<file path="config.mk">
export PLATFORM = sky130hd
export DESIGN_NAME = dtf_delay_timer
export DESIGN_NICKNAME = d
export VERILOG_FILES = /design/src/logic/dtf_pkg.sv /design/src/logic/dtf_delay_conv.sv /design/src/logic/dtf_delay_timer.sv
export SDC_FILE = /design/constraint.sdc
export NUM_CORES = 2
export LEC_CHECK = 0
export BUFFER_PORTS_ARGS = -buffer_cell sky130_fd_sc_hd__buf_2
export CORE_UTILIZATION = 45
export CTS_CLUSTER_DIAMETER = 30
export DETAILED_ROUTE_END_ITERATION = 7
export PLACE_DENSITY_LB_ADDON = 0.2
export RECOVER_POWER = 25
export SLEW_MARGIN = 20
export SYNTH_ARGS = -nofsm -noshare
export SYNTH_HDL_FRONTEND = slang
export SYNTH_HIERARCHICAL = 1
export SYNTH_SLANG_ARGS = --single-unit
</file>
<file path="constraint.sdc">
create_clock -name clock_i -period 14.35 [get_ports clock_i]
set_input_delay 0.7175 -clock clock_i [delete_from_list [all_inputs] [get_ports clock_i]]
set_output_delay 0.7175 -clock clock_i [all_outputs]
set_load 0.02 [all_outputs]
</file>
<file path="src/logic/dtf_pkg.sv">
package dtf_pkg;

    // ********************************
    // Register map
    // ********************************
    localparam int ADDR_W = 8;
    localparam logic [7:0] OFF_CTRL = 8'h00;
    localparam logic [7:0] OFF_HIGH = 8'h04;
    localparam logic [7:0] OFF_LOW = 8'h08;
    localparam logic [7:0] OFF_STATUS = 8'h0c;
    localparam logic [7:0] OFF_ELAPSED = 8'h10;
    localparam logic [1:0] RESP_OKAY = 2'h0;
    localparam logic [1:0] RESP_SLVERR = 2'h2;

    // ********************************
    // Field layout
    // ********************************
    localparam int CTRL_MODE_LSB = 0;
    localparam int CTRL_RETAIN_BIT = 2;
    localparam int CTRL_INV_TRG_BIT = 3;
    localparam int CTRL_INV_RST_BIT = 4;
    localparam int CTRL_USE_REF_BIT = 5;
    localparam int CTRL_TB_HIGH_LSB = 6;
    localparam int CTRL_TB_LOW_LSB = 8;
    localparam int CTRL_SRC_LSB = 10;
    localparam int CTRL_W = 14;
    localparam int DELAY_W = 14;
    localparam int ELAPSED_W = 26;
    localparam int SRC_SEL_W = 4;
    localparam int VAL_W = 32;

    // ********************************
    // Reset values
    // ********************************
    localparam logic [13:0] CTRL_RST = 14'h0000;
    localparam logic [13:0] HIGH_RST = 14'h0064;
    localparam logic [13:0] LOW_RST = 14'h0064;

    // ********************************
    // Modes and timebases
    // ********************************
    localparam logic [1:0] MODE_ON = 2'h0;
    localparam logic [1:0] MODE_OFF = 2'h1;
    localparam logic [1:0] MODE_ONOFF = 2'h2;
    localparam logic [1:0] TB_FINE = 2'h0;
    localparam logic [1:0] TB_MID = 2'h1;
    localparam logic [1:0] TB_COARSE = 2'h2;

    // ********************************
    // Timing
    // ********************************
    localparam int unsigned CLK_HZ = 250000000;
    localparam int unsigned TICK_MS = 10;
    localparam int unsigned TICK_CYCLES = CLK_HZ / 1000 * TICK_MS;
    localparam logic [31:0] FIX_MAX_S = 32'h0000270f;
    localparam logic [31:0] FIX_MAX_MH = 32'h0000176f;
    localparam logic [31:0] REF_MAX_MS = 32'h00018696;
    localparam logic [31:0] REF_MAX_SM = 32'h0000176f;
    localparam logic [31:0] MS_PER_TICK = 32'h0000000a;
    localparam logic [31:0] TICKS_PER_S = 32'h00000064;
    localparam logic [31:0] TICKS_PER_MIN = 32'h00001770;

endpackage

</file>
<file path="src/logic/dtf_delay_conv.sv">
`timescale 1ns/100ps
module dtf_delay_conv (
    input wire logic clock_i,
    input wire logic rst_n_i,
    input wire logic use_ref_i,
    input wire logic [1:0] timebase_i,
    input wire logic [13:0] fixed_i,
    input wire logic signed [31:0] ref_i,
    output logic [25:0] ticks_o
);

    logic [31:0] raw;
    logic [31:0] lim;
    logic [31:0] prod;

    // Smaller of value and limit
    function automatic logic [31:0] dtf_clamp(input logic [31:0] v, input logic [31:0] m);
        dtf_clamp = (v > m) ? m : v;
    endfunction

    // ********************************
    // Conversion to 10 ms ticks
    // ********************************
    always_comb begin
        raw = 32'h0;
        lim = 32'h0;
        prod = 32'h0;
        if (use_ref_i) begin
            raw = ref_i[31] ? 32'h0 : $unsigned(ref_i);
            case (timebase_i)
                dtf_pkg::TB_FINE: begin
                    lim = dtf_clamp(raw, dtf_pkg::REF_MAX_MS);
                    prod = lim / dtf_pkg::MS_PER_TICK;
                end
                dtf_pkg::TB_MID: begin
                    lim = dtf_clamp(raw, dtf_pkg::REF_MAX_SM);
                    prod = lim * dtf_pkg::TICKS_PER_S;
                end
                default: begin
                    lim = dtf_clamp(raw, dtf_pkg::REF_MAX_SM);
                    prod = lim * dtf_pkg::TICKS_PER_MIN;
                end
            endcase
        end else begin
            raw = {18'h0, fixed_i};
            case (timebase_i)
                dtf_pkg::TB_FINE: begin
                    prod = dtf_clamp(raw, dtf_pkg::FIX_MAX_S);
                end
                dtf_pkg::TB_MID: begin
                    lim = dtf_clamp(raw, dtf_pkg::FIX_MAX_MH);
                    prod = lim * dtf_pkg::TICKS_PER_S;
                end
                default: begin
                    lim = dtf_clamp(raw, dtf_pkg::FIX_MAX_MH);
                    prod = lim * dtf_pkg::TICKS_PER_MIN;
                end
            endcase
        end
    end

    // Registered delay in ticks
    always_ff @(posedge clock_i) begin
        if (!rst_n_i) begin
            ticks_o <= 26'h0;
        end else begin
            ticks_o <= prod[25:0];
        end
    end

endmodule

</file>
<file path="src/logic/dtf_delay_timer.sv">
`timescale 1ns/100ps
module dtf_delay_timer #(
    parameter int unsigned TICK_CYCLES = dtf_pkg::TICK_CYCLES,
    parameter int NSRC = 8
) (
    input wire logic clock_i,
    input wire logic rst_n_i,
    input wire logic [7:0] s_axi_awaddr_i,
    input wire logic s_axi_awvalid_i,
    output logic s_axi_awready_o,
    input wire logic [31:0] s_axi_wdata_i,
    input wire logic [3:0] s_axi_wstrb_i,
    input wire logic s_axi_wvalid_i,
    output logic s_axi_wready_o,
    output logic [1:0] s_axi_bresp_o,
    output logic s_axi_bvalid_o,
    input wire logic s_axi_bready_i,
    input wire logic [7:0] s_axi_araddr_i,
    input wire logic s_axi_arvalid_i,
    output logic s_axi_arready_o,
    output logic [31:0] s_axi_rdata_o,
    output logic [1:0] s_axi_rresp_o,
    output logic s_axi_rvalid_o,
    input wire logic s_axi_rready_i,
    input wire logic trigger_i,
    input wire logic block_reset_i,
    input wire logic power_loss_i,
    input wire logic [NSRC*32-1:0] src_values_i,
    output logic timer_out_o
);

    typedef enum logic [3:0] {
        ST_IDLE = 4'b0001,
        ST_WAIT_ON = 4'b0010,
        ST_ON = 4'b0100,
        ST_WAIT_OFF = 4'b1000
    } dtf_state_t;

    // ********************************
    // Declarations
    // ********************************
    logic [13:0] ctrl_reg;
    logic [13:0] high_reg;
    logic [13:0] low_reg;
    logic [7:0] aw_addr_reg;
    logic [31:0] w_data_reg;
    logic [3:0] w_strb_reg;
    logic awready_reg;
    logic wready_reg;
    logic bvalid_reg;
    logic [1:0] bresp_reg;
    logic arready_reg;
    logic rvalid_reg;
    logic [1:0] rresp_reg;
    logic [31:0] rdata_reg;
    logic [31:0] tick_cnt_reg;
    logic tick_reg;
    logic trg_prev_reg;
    logic signed [31:0] ref_val_reg;
    dtf_state_t state_reg;
    dtf_state_t state_next;
    logic [25:0] elapsed_reg;
    logic [25:0] elapsed_next;
    logic out_reg;
    logic [25:0] high_ticks;
    logic [25:0] low_ticks;
    logic [25:0] off_ticks;
    logic [1:0] mode;
    logic retain;
    logic trg;
    logic blk_rst;
    logic rise;
    logic clr_now;
    logic wr_fire;
    logic [31:0] wr_merged;
    logic [dtf_pkg::SRC_SEL_W-1:0] src_sel;

    assign mode = ctrl_reg[dtf_pkg::CTRL_MODE_LSB +: 2];
    assign retain = ctrl_reg[dtf_pkg::CTRL_RETAIN_BIT];
    assign src_sel = ctrl_reg[dtf_pkg::CTRL_SRC_LSB +: dtf_pkg::SRC_SEL_W];

    // Input inversion and edge detection
    assign trg = trigger_i ^ ctrl_reg[dtf_pkg::CTRL_INV_TRG_BIT];
    assign blk_rst = block_reset_i ^ ctrl_reg[dtf_pkg::CTRL_INV_RST_BIT];
    assign rise = trg & ~trg_prev_reg;
    assign clr_now = (power_loss_i & ~retain) | ((mode == dtf_pkg::MODE_OFF) & blk_rst);
    assign off_ticks = (mode == dtf_pkg::MODE_OFF) ? high_ticks : low_ticks;

    // Outputs straight from flip-flops
    assign s_axi_awready_o = awready_reg;
    assign s_axi_wready_o = wready_reg;
    assign s_axi_bvalid_o = bvalid_reg;
    assign s_axi_bresp_o = bresp_reg;
    assign s_axi_arready_o = arready_reg;
    assign s_axi_rvalid_o = rvalid_reg;
    assign s_axi_rresp_o = rresp_reg;
    assign s_axi_rdata_o = rdata_reg;
    assign timer_out_o = out_reg;

    // ********************************
    // Register bus
    // ********************************

    // Register read mux, unmapped reads as zero
    function automatic logic [31:0] reg_read(input logic [7:0] a);
        logic [7:0] w;
        w = {a[7:2], 2'b00};
        reg_read = 32'h0;
        if (w == dtf_pkg::OFF_CTRL) reg_read = {18'h0, ctrl_reg};
        if (w == dtf_pkg::OFF_HIGH) reg_read = {18'h0, high_reg};
        if (w == dtf_pkg::OFF_LOW) reg_read = {18'h0, low_reg};
        if (w == dtf_pkg::OFF_STATUS) reg_read = {27'h0, state_reg, out_reg};
        if (w == dtf_pkg::OFF_ELAPSED) reg_read = {6'h0, elapsed_reg};
    endfunction

    // Address decode of mapped offsets
    function automatic logic reg_hit(input logic [7:0] a);
        logic [7:0] w;
        w = {a[7:2], 2'b00};
        reg_hit = (w <= dtf_pkg::OFF_ELAPSED);
    endfunction

    // Byte-lane merge of write data
    always_comb begin
        wr_merged = reg_read(aw_addr_reg);
        for (int b = 0; b < 4; b++) begin
            if (w_strb_reg[b]) wr_merged[b*8 +: 8] = w_data_reg[b*8 +: 8];
        end
    end

    assign wr_fire = !awready_reg && !wready_reg && !bvalid_reg;

    // Write channel: address and data in either order
    always_ff @(posedge clock_i) begin
        if (!rst_n_i) begin
            awready_reg <= 1'b1;
            wready_reg <= 1'b1;
            bvalid_reg <= 1'b0;
            bresp_reg <= dtf_pkg::RESP_OKAY;
            aw_addr_reg <= 8'h0;
            w_data_reg <= 32'h0;
            w_strb_reg <= 4'h0;
        end else begin
            if (awready_reg && s_axi_awvalid_i) begin
                awready_reg <= 1'b0;
                aw_addr_reg <= s_axi_awaddr_i;
            end
            if (wready_reg && s_axi_wvalid_i) begin
                wready_reg <= 1'b0;
                w_data_reg <= s_axi_wdata_i;
                w_strb_reg <= s_axi_wstrb_i;
            end
            if (wr_fire) begin
                bvalid_reg <= 1'b1;
                bresp_reg <= reg_hit(aw_addr_reg) ? dtf_pkg::RESP_OKAY : dtf_pkg::RESP_SLVERR;
            end
            if (bvalid_reg && s_axi_bready_i) begin
                bvalid_reg <= 1'b0;
                awready_reg <= 1'b1;
                wready_reg <= 1'b1;
            end
        end
    end

    // Writable registers
    always_ff @(posedge clock_i) begin
        if (!rst_n_i) begin
            ctrl_reg <= dtf_pkg::CTRL_RST;
            high_reg <= dtf_pkg::HIGH_RST;
            low_reg <= dtf_pkg::LOW_RST;
        end else if (wr_fire) begin
            if ({aw_addr_reg[7:2], 2'b00} == dtf_pkg::OFF_CTRL) ctrl_reg <= wr_merged[13:0];
            if ({aw_addr_reg[7:2], 2'b00} == dtf_pkg::OFF_HIGH) high_reg <= wr_merged[13:0];
            if ({aw_addr_reg[7:2], 2'b00} == dtf_pkg::OFF_LOW) low_reg <= wr_merged[13:0];
        end
    end

    // Read channel
    always_ff @(posedge clock_i) begin
        if (!rst_n_i) begin
            arready_reg <= 1'b1;
            rvalid_reg <= 1'b0;
            rresp_reg <= dtf_pkg::RESP_OKAY;
            rdata_reg <= 32'h0;
        end else if (arready_reg && s_axi_arvalid_i) begin
            arready_reg <= 1'b0;
            rvalid_reg <= 1'b1;
            rdata_reg <= reg_read(s_axi_araddr_i);
            rresp_reg <= reg_hit(s_axi_araddr_i) ? dtf_pkg::RESP_OKAY : dtf_pkg::RESP_SLVERR;
        end else if (rvalid_reg && s_axi_rready_i) begin
            rvalid_reg <= 1'b0;
            arready_reg <= 1'b1;
        end
    end

    // ********************************
    // Delay sources
    // ********************************

    // Referenced block value by block number
    always_ff @(posedge clock_i) begin
        if (!rst_n_i) begin
            ref_val_reg <= 32'sh0;
        end else if (int'(src_sel) < NSRC) begin
            ref_val_reg <= $signed(src_values_i[int'(src_sel)*32 +: 32]);
        end else begin
            ref_val_reg <= 32'sh0;
        end
    end

    // High delay may follow a block, low delay is fixed
    dtf_delay_conv u_conv_high (
        .clock_i(clock_i),
        .rst_n_i(rst_n_i),
        .use_ref_i(ctrl_reg[dtf_pkg::CTRL_USE_REF_BIT]),
        .timebase_i(ctrl_reg[dtf_pkg::CTRL_TB_HIGH_LSB +: 2]),
        .fixed_i(high_reg),
        .ref_i(ref_val_reg),
        .ticks_o(high_ticks)
    );

    dtf_delay_conv u_conv_low (
        .clock_i(clock_i),
        .rst_n_i(rst_n_i),
        .use_ref_i(1'b0),
        .timebase_i(ctrl_reg[dtf_pkg::CTRL_TB_LOW_LSB +: 2]),
        .fixed_i(low_reg),
        .ref_i(32'sh0),
        .ticks_o(low_ticks)
    );

    // ********************************
    // Timer core
    // ********************************

    // Common 10 ms tick divider
    always_ff @(posedge clock_i) begin
        if (!rst_n_i) begin
            tick_cnt_reg <= 32'h0;
            tick_reg <= 1'b0;
        end else if (tick_cnt_reg == 32'(TICK_CYCLES - 1)) begin
            tick_cnt_reg <= 32'h0;
            tick_reg <= 1'b1;
        end else begin
            tick_cnt_reg <= tick_cnt_reg + 32'h1;
            tick_reg <= 1'b0;
        end
    end

    // Next state and elapsed count
    always_comb begin
        state_next = state_reg;
        elapsed_next = elapsed_reg;
        if (clr_now) begin
            state_next = ST_IDLE;
            elapsed_next = 26'h0;
        end else begin
            unique case (state_reg)
                ST_IDLE: begin
                    if (mode == dtf_pkg::MODE_OFF && trg) begin
                        state_next = ST_ON;
                    end else if (mode != dtf_pkg::MODE_OFF && rise) begin
                        state_next = ST_WAIT_ON;
                        elapsed_next = 26'h0;
                    end
                end
                ST_WAIT_ON: begin
                    if (!trg) begin
                        state_next = ST_IDLE;
                        elapsed_next = 26'h0;
                    end else if (mode == dtf_pkg::MODE_OFF || elapsed_reg >= high_ticks) begin
                        state_next = ST_ON;
                    end else if (tick_reg) begin
                        elapsed_next = elapsed_reg + 26'h1;
                    end
                end
                ST_ON: begin
                    elapsed_next = 26'h0;
                    if (!trg && mode == dtf_pkg::MODE_ON) begin
                        state_next = ST_IDLE;
                    end else if (!trg) begin
                        state_next = ST_WAIT_OFF;
                    end
                end
                ST_WAIT_OFF: begin
                    if (mode == dtf_pkg::MODE_ON) begin
                        state_next = ST_IDLE;
                        elapsed_next = 26'h0;
                    end else if (trg) begin
                        state_next = ST_ON;
                        elapsed_next = 26'h0;
                    end else if (elapsed_reg >= off_ticks) begin
                        state_next = ST_IDLE;
                        elapsed_next = 26'h0;
                    end else if (tick_reg) begin
                        elapsed_next = elapsed_reg + 26'h1;
                    end
                end
                default: begin
                    state_next = ST_IDLE;
                    elapsed_next = 26'h0;
                end
            endcase
        end
    end

    // State, count and output registers
    always_ff @(posedge clock_i) begin
        if (!rst_n_i) begin
            state_reg <= ST_IDLE;
            elapsed_reg <= 26'h0;
            out_reg <= 1'b0;
            trg_prev_reg <= 1'b0;
        end else begin
            state_reg <= state_next;
            elapsed_reg <= elapsed_next;
            out_reg <= (state_next == ST_ON) || (state_next == ST_WAIT_OFF);
            trg_prev_reg <= trg;
        end
    end
endmodule

</file>
# == Word level (Yosys, flattened, before mapping) ==
# Cells that the tools add are included.
# Widths: inputs -> output; s select.
# op_classes
add_sub_neg,2
n_mul,6
div,1
magnitude_cmp,11
eq_ne,22
shifts,1
muxes,50
bitwise,9
n_reduce_logical,30
# op_table
op,count
$mux 26,10
$shiftx 256x10->32,1
$mux 32,6
$pmux 26 s2,3
$mux 14,9
$mul 32x5->24 const B,3
$mul 32x9->22 const B,3
$pmux 26 s3,1
$ge 26x26->1,2
$mux 4,10
$add 32x1->32 const B,1
$div 32x4->32 const B,1
$eq 32x22->1 const B,1
$gt 32x13->1 const B,1
$gt 32x17->1 const B,1
$mux 31,1
$gt 14x13->1 const B,2
$gt 14x14->1 const B,2
$add 26x1->26 const B,1
$eq 6x2->1 const B,4
$le 8x5->1 const B,2
$pmux 4 s4,1
$eq 6x1->1 const B,2
$eq 6x3->1 const B,2
26 further kinds,62
# totals
ff_bits,256
latch_bits,0
mem_bits_rw,0
rom_bits,0
in_bits,318
out_inout_bits,42
elab_cells,155
mem_count,0

# == Depth between registers and ports, before layout ==
# logic_depth
depth_word,10
mapped_depth,39
depth_no_buf,37

# == By module ==
# Netlist, hierarchy kept.
# by_module_without_submodules
module,n_inst,cells_per_inst,area_per_inst_um2,seq_area_each_um2
dtf_delay_conv at u_conv_high,1,1677,13474.2,520.5
dtf_delay_conv at u_conv_low,1,1577,12981.2,520.5
dtf_delay_timer,1,1293,11736.3,3883.7

# == Worst setup path after synthesis ==
# No wires, ideal clock.
# synth_path
path_type,register to register
from,register ref_val_reg[12]
to,register u_conv_high.ticks_o[25]
setup_ns,0.128
arrival_time_ns,6.929
required_ns,14.222
path_slack_ns,7.294
stages_incl_launch_ff,38
n_path_buf,3
period_less_slack_ns,7.056
cell_sequence,dfxtp_1 > clkbuf_1 > nor2b_1 > clkbuf_1 > clkbuf_1 > nand4_1 > nor4_1 > nand4_1 > nor3_1 > o22a_1 > nand2_1 > fa_1 > inv_1 > fa_1 > inv_1 > ha_1 > inv_1 > fa_1 > [2 not listed] > a21oi_1 > o21bai_1 > a21oi_1 > o21bai_1 > a21oi_1 > o21bai_1 > a21oi_1 > o21bai_1 > a21oi_1 > o21bai_1 > a21oi_1 > o21bai_1 > a21oi_1 > o21ai_0 > xnor2_1 > mux2i_1 > a32oi_1 > nor2_1
# synth_between
elab_chain_cells,6
word_cells_on_any_way,10
cone_classes,mul: 2; div: 1; order compare: 2; mux: 5
# synth_rtl
element,line,text
from (decl),dtf_delay_timer.sv:59,logic signed [31:0] ref_val_reg;
from (signal assigned),dtf_delay_timer.sv:205,ref_val_reg <= $signed(src_values_i[int'(src_sel)*32 +: 32]);
$mux 31 *,dtf_delay_conv.sv:29,raw = ref_i[31] ? 32'h0 : $unsigned(ref_i);
$gt 32x17->1 or $gt 32x13->1 (tied branches),dtf_delay_conv.sv:18,dtf_clamp = (v > m) ? m : v;
$mux 32,dtf_delay_conv.sv:18,
"$div 32x4->32, or another cell as far along",dtf_delay_conv.sv:33,prod = lim / dtf_pkg::MS_PER_TICK;
$pmux 26 s2 *,dtf_delay_conv.sv:30,case (timebase_i)
$mux 26 *,dtf_delay_conv.sv:28,if (use_ref_i) begin
to (signal assigned),dtf_delay_conv.sv:67,ticks_o <= prod[25:0];
to (decl),dtf_delay_conv.sv:9,output logic [25:0] ticks_o
# Mark *: on every way between the ends. The rest lies on a longest branch, timed or not.
# A chain may end at the register's enable or synchronous reset.

# == Worst setup path after layout ==
# layout_path
from,register ref_val_reg[20]
to,register u_conv_high.ticks_o[25]
# Same word-level chain as after synthesis.

==> metrics <==
Tmin final 8.005 ns; initial antenna violation count 25; vias in the first global route 32.32k; CP Capture Type flip-flop; Mapped Cells 4547; Hold Vio Cnt, Final 0; sw power 0.001740 W; total power 0.004199 W; Logic pwr share 56.3%; Worst Tran Pin Value 2.644 ns; syn_area_per_cell 8.399 µm²; Post-DP HPWL 91960 µm; Internal Power 0.002459 W; post-synth top area cell fa_1; CTS resizes 0; Post-DP Area 41170 µm²; Worst Path Arrival 8.43 ns; # rows 106; Nets 6031; FF-to-FF setup slack 6.34 ns; Fillers 8166; Hold WC Path Type in2reg; max_slew headroom -76.27%; Final setup viols 0; synth top area cells fa_1 (17%), ha_1 (15%), dfxtp_1 (13%); GR Util All Layers 26.56%; most common cell after layout, fill and taps aside inv_1; Sink Count 246; Register-to-Register Path Depth 32; Req. time, crit path 14.78 ns; Crit Path Category reg2reg; Clock power frac 26.2%; fin crit share 55.78%; number of enable flip-flop cells after synthesis 0; RSZ-0062 raised after global routing no; Avg WL per Cell 18.70 µm; switching fraction of total power 41.43%; drt first pass iters 6; Yosys reg bits 246; Slew Limit Fails 136; Synth Warn # 6; Netlist cell types 143; share of cells above drive strength 1 12.57%; WL final 114500 µm; total negative slack 0 ns; Static Leak 20.35 nW; Power Dens Cells 98.24 nW/µm²; latest clock arrival within the worst-skew pair 0.59 ns; Iteration-0 DRC Markers 2106; synthesized cell area 38190 µm²; hold-critical path depth 2; crit start category flip-flop; failing checks max-capacitance violations, max-slew violations; Post-CTS Setup Bufs 0; die height 293.3 µm; hold_ws 0.3431 ns; most frequent cells in the layout inv_1 (859), ha_1 (450), fa_1 (322); CP max-delay cell fa_1; Peak VDD IR 0.00007497 V; Root Driver clkbuf_16; CTS Hold Buffers Added 0; Final GP Congestion 0.9002; CTS tree built; port bufs 327; post-route ant nets 0; first-pass GRT wire length 180200 µm; Reg clk slew, reported paths 0.05 ns; largest net degree at the start of global routing 68; max cap viols 3; total congestion overflow 0; Die W 293.3 µm; worst-path fanout max 12; asr flop ratio synth 0%; Clock Skew 0.03304 ns; status finished, violations left; P&R area growth vs syn 11.92%; core area 83820 µm²; Fmax achieved 0.1249 GHz; Die ar. 86040 µm²; clock buffers created by TritonCTS 47; Seq/Total Area, Yosys 12.89%; total I/O pin count 360; Longest Clk Path Bufs 3; Synth top area share 16.88%; prevailing post-synth register cell dfxtp_1; DRC 0; design area 42740 µm²; Via Count 33.06k; CP max stage delay 0.64 ns; vias per cell 5.401; H-Tree Depth 2; critical path's most frequent cell a21oi_1; initial core utilization 45.56%; Flop pwr share 17.5%
## power by group through the flow
stage / Clock, W / Sequential [W] / Combinational, W
after floorplan: 0 / 0.000737 / 0.00188
after global placement: 0 / 0.000749 / 0.00215
after detailed placement: 0 / 0.000749 / 0.00215
after CTS: 0.00111 / 0.000735 / 0.00217
after global routing: 0.00114 / 0.000738 / 0.00268
final: 0.00110 / 0.000736 / 0.00236
## path summary, 6_finish.rpt
kind / start / end
min reg2reg: w_data_reg[13] / w_data_reg[13]
max reg2reg: ref_val_reg[20] / u_conv_high/ticks_o[25]
min: s_axi_wvalid_i / s_axi_wready_o
max: ref_val_reg[20] / u_conv_high/ticks_o[25]
## synthesized netlist by cell type, types with 20 or more instances
cell type	instances
a211oi_1	43
a21o_1	38
a21oi_1	268
a221oi_1	38
a31oi_1	22
and2_1	27
and3_1	33
buf_1	21
buf_2	24
buf_6	20
clkbuf_1	109
dfxtp_1	246
fa_1	322
ha_1	450
inv_1	859
mux2i_1	115
mux4_2	74
nand2_1	317
nand2b_1	40
nand3_1	109
nand4_1	47
nor2_1	265
nor2b_1	48
nor3_1	78
nor4_1	29
o211ai_1	21
o21ai_0	130
o21ai_1	58
o21bai_1	69
o22ai_1	20
xnor2_1	142
xor2_1	55
## worst max-delay path, delay by kind of cell, from the launching register on
family | cells | cell delay, ns
adder cells (fa/ha/maj) | 5 | 2.25
flip-flops | 1 | 0.31
AND/OR/NAND/NOR | 5 | 1.90
XOR/XNOR | 1 | 0.20
buffers and inverters | 4 | 0.19
multiplexers | 1 | 0.09
AO/OA/AOI/OAI | 16 | 2.89
## logic make-up after synthesis
family                   count (synthesis)  share of synthesized area (%)
buffers and inverters                 1059                          11.18
XOR/XNOR                               202                          4.747
flip-flops                             246                          12.89
adder cells (fa/ha/maj)                773                          31.65
AO/OA/AOI/OAI                          942                          16.80
other                                    5                        0.04915
multiplexers                           201                          7.797
AND/OR/NAND/NOR                       1119                          14.88
## area by class of cell
type	count	area, µm²	share of cell area, %
Multi-Input combinational cell	3429	29730	69.56
Tap cell	1134	1419	3.320
Clock buffer	61	1300	3.041
Sequential cell	246	4935	11.55
Inverter	861	3232	7.561
Timing Repair Buffer	356	1813	4.242
Clock inverter	26	291.5	0.6821
Antenna cell	9	22.52	0.05269
## per-layer routing
| layer | track usage, % | wire length [µm] | up-vias |
|---|---|---|---|
| met3 | 4.841 | 7580 | 264 |
| met2 | 43.55 | 52380 | 1043 |
| met5 | 0 | 147 | - |
| met4 | 15.27 | 7044 | 24 |
| li1 | - | - | 16110 |
| met1 | 32.68 | 47360 | 15620 |
## per-stage QoR
stage	instances	setup slack (ns)	utilization [%]
detailed placement	6026	6.365	49.12
global route	6120	5.716	50.99
global placement	6026	6.411	49.12
CTS	6113	6.294	51.02
floorplan	4734	7.294	-
finish	6122	6.345	50.99
Note: power is estimated with default switching activity, not from simulation.
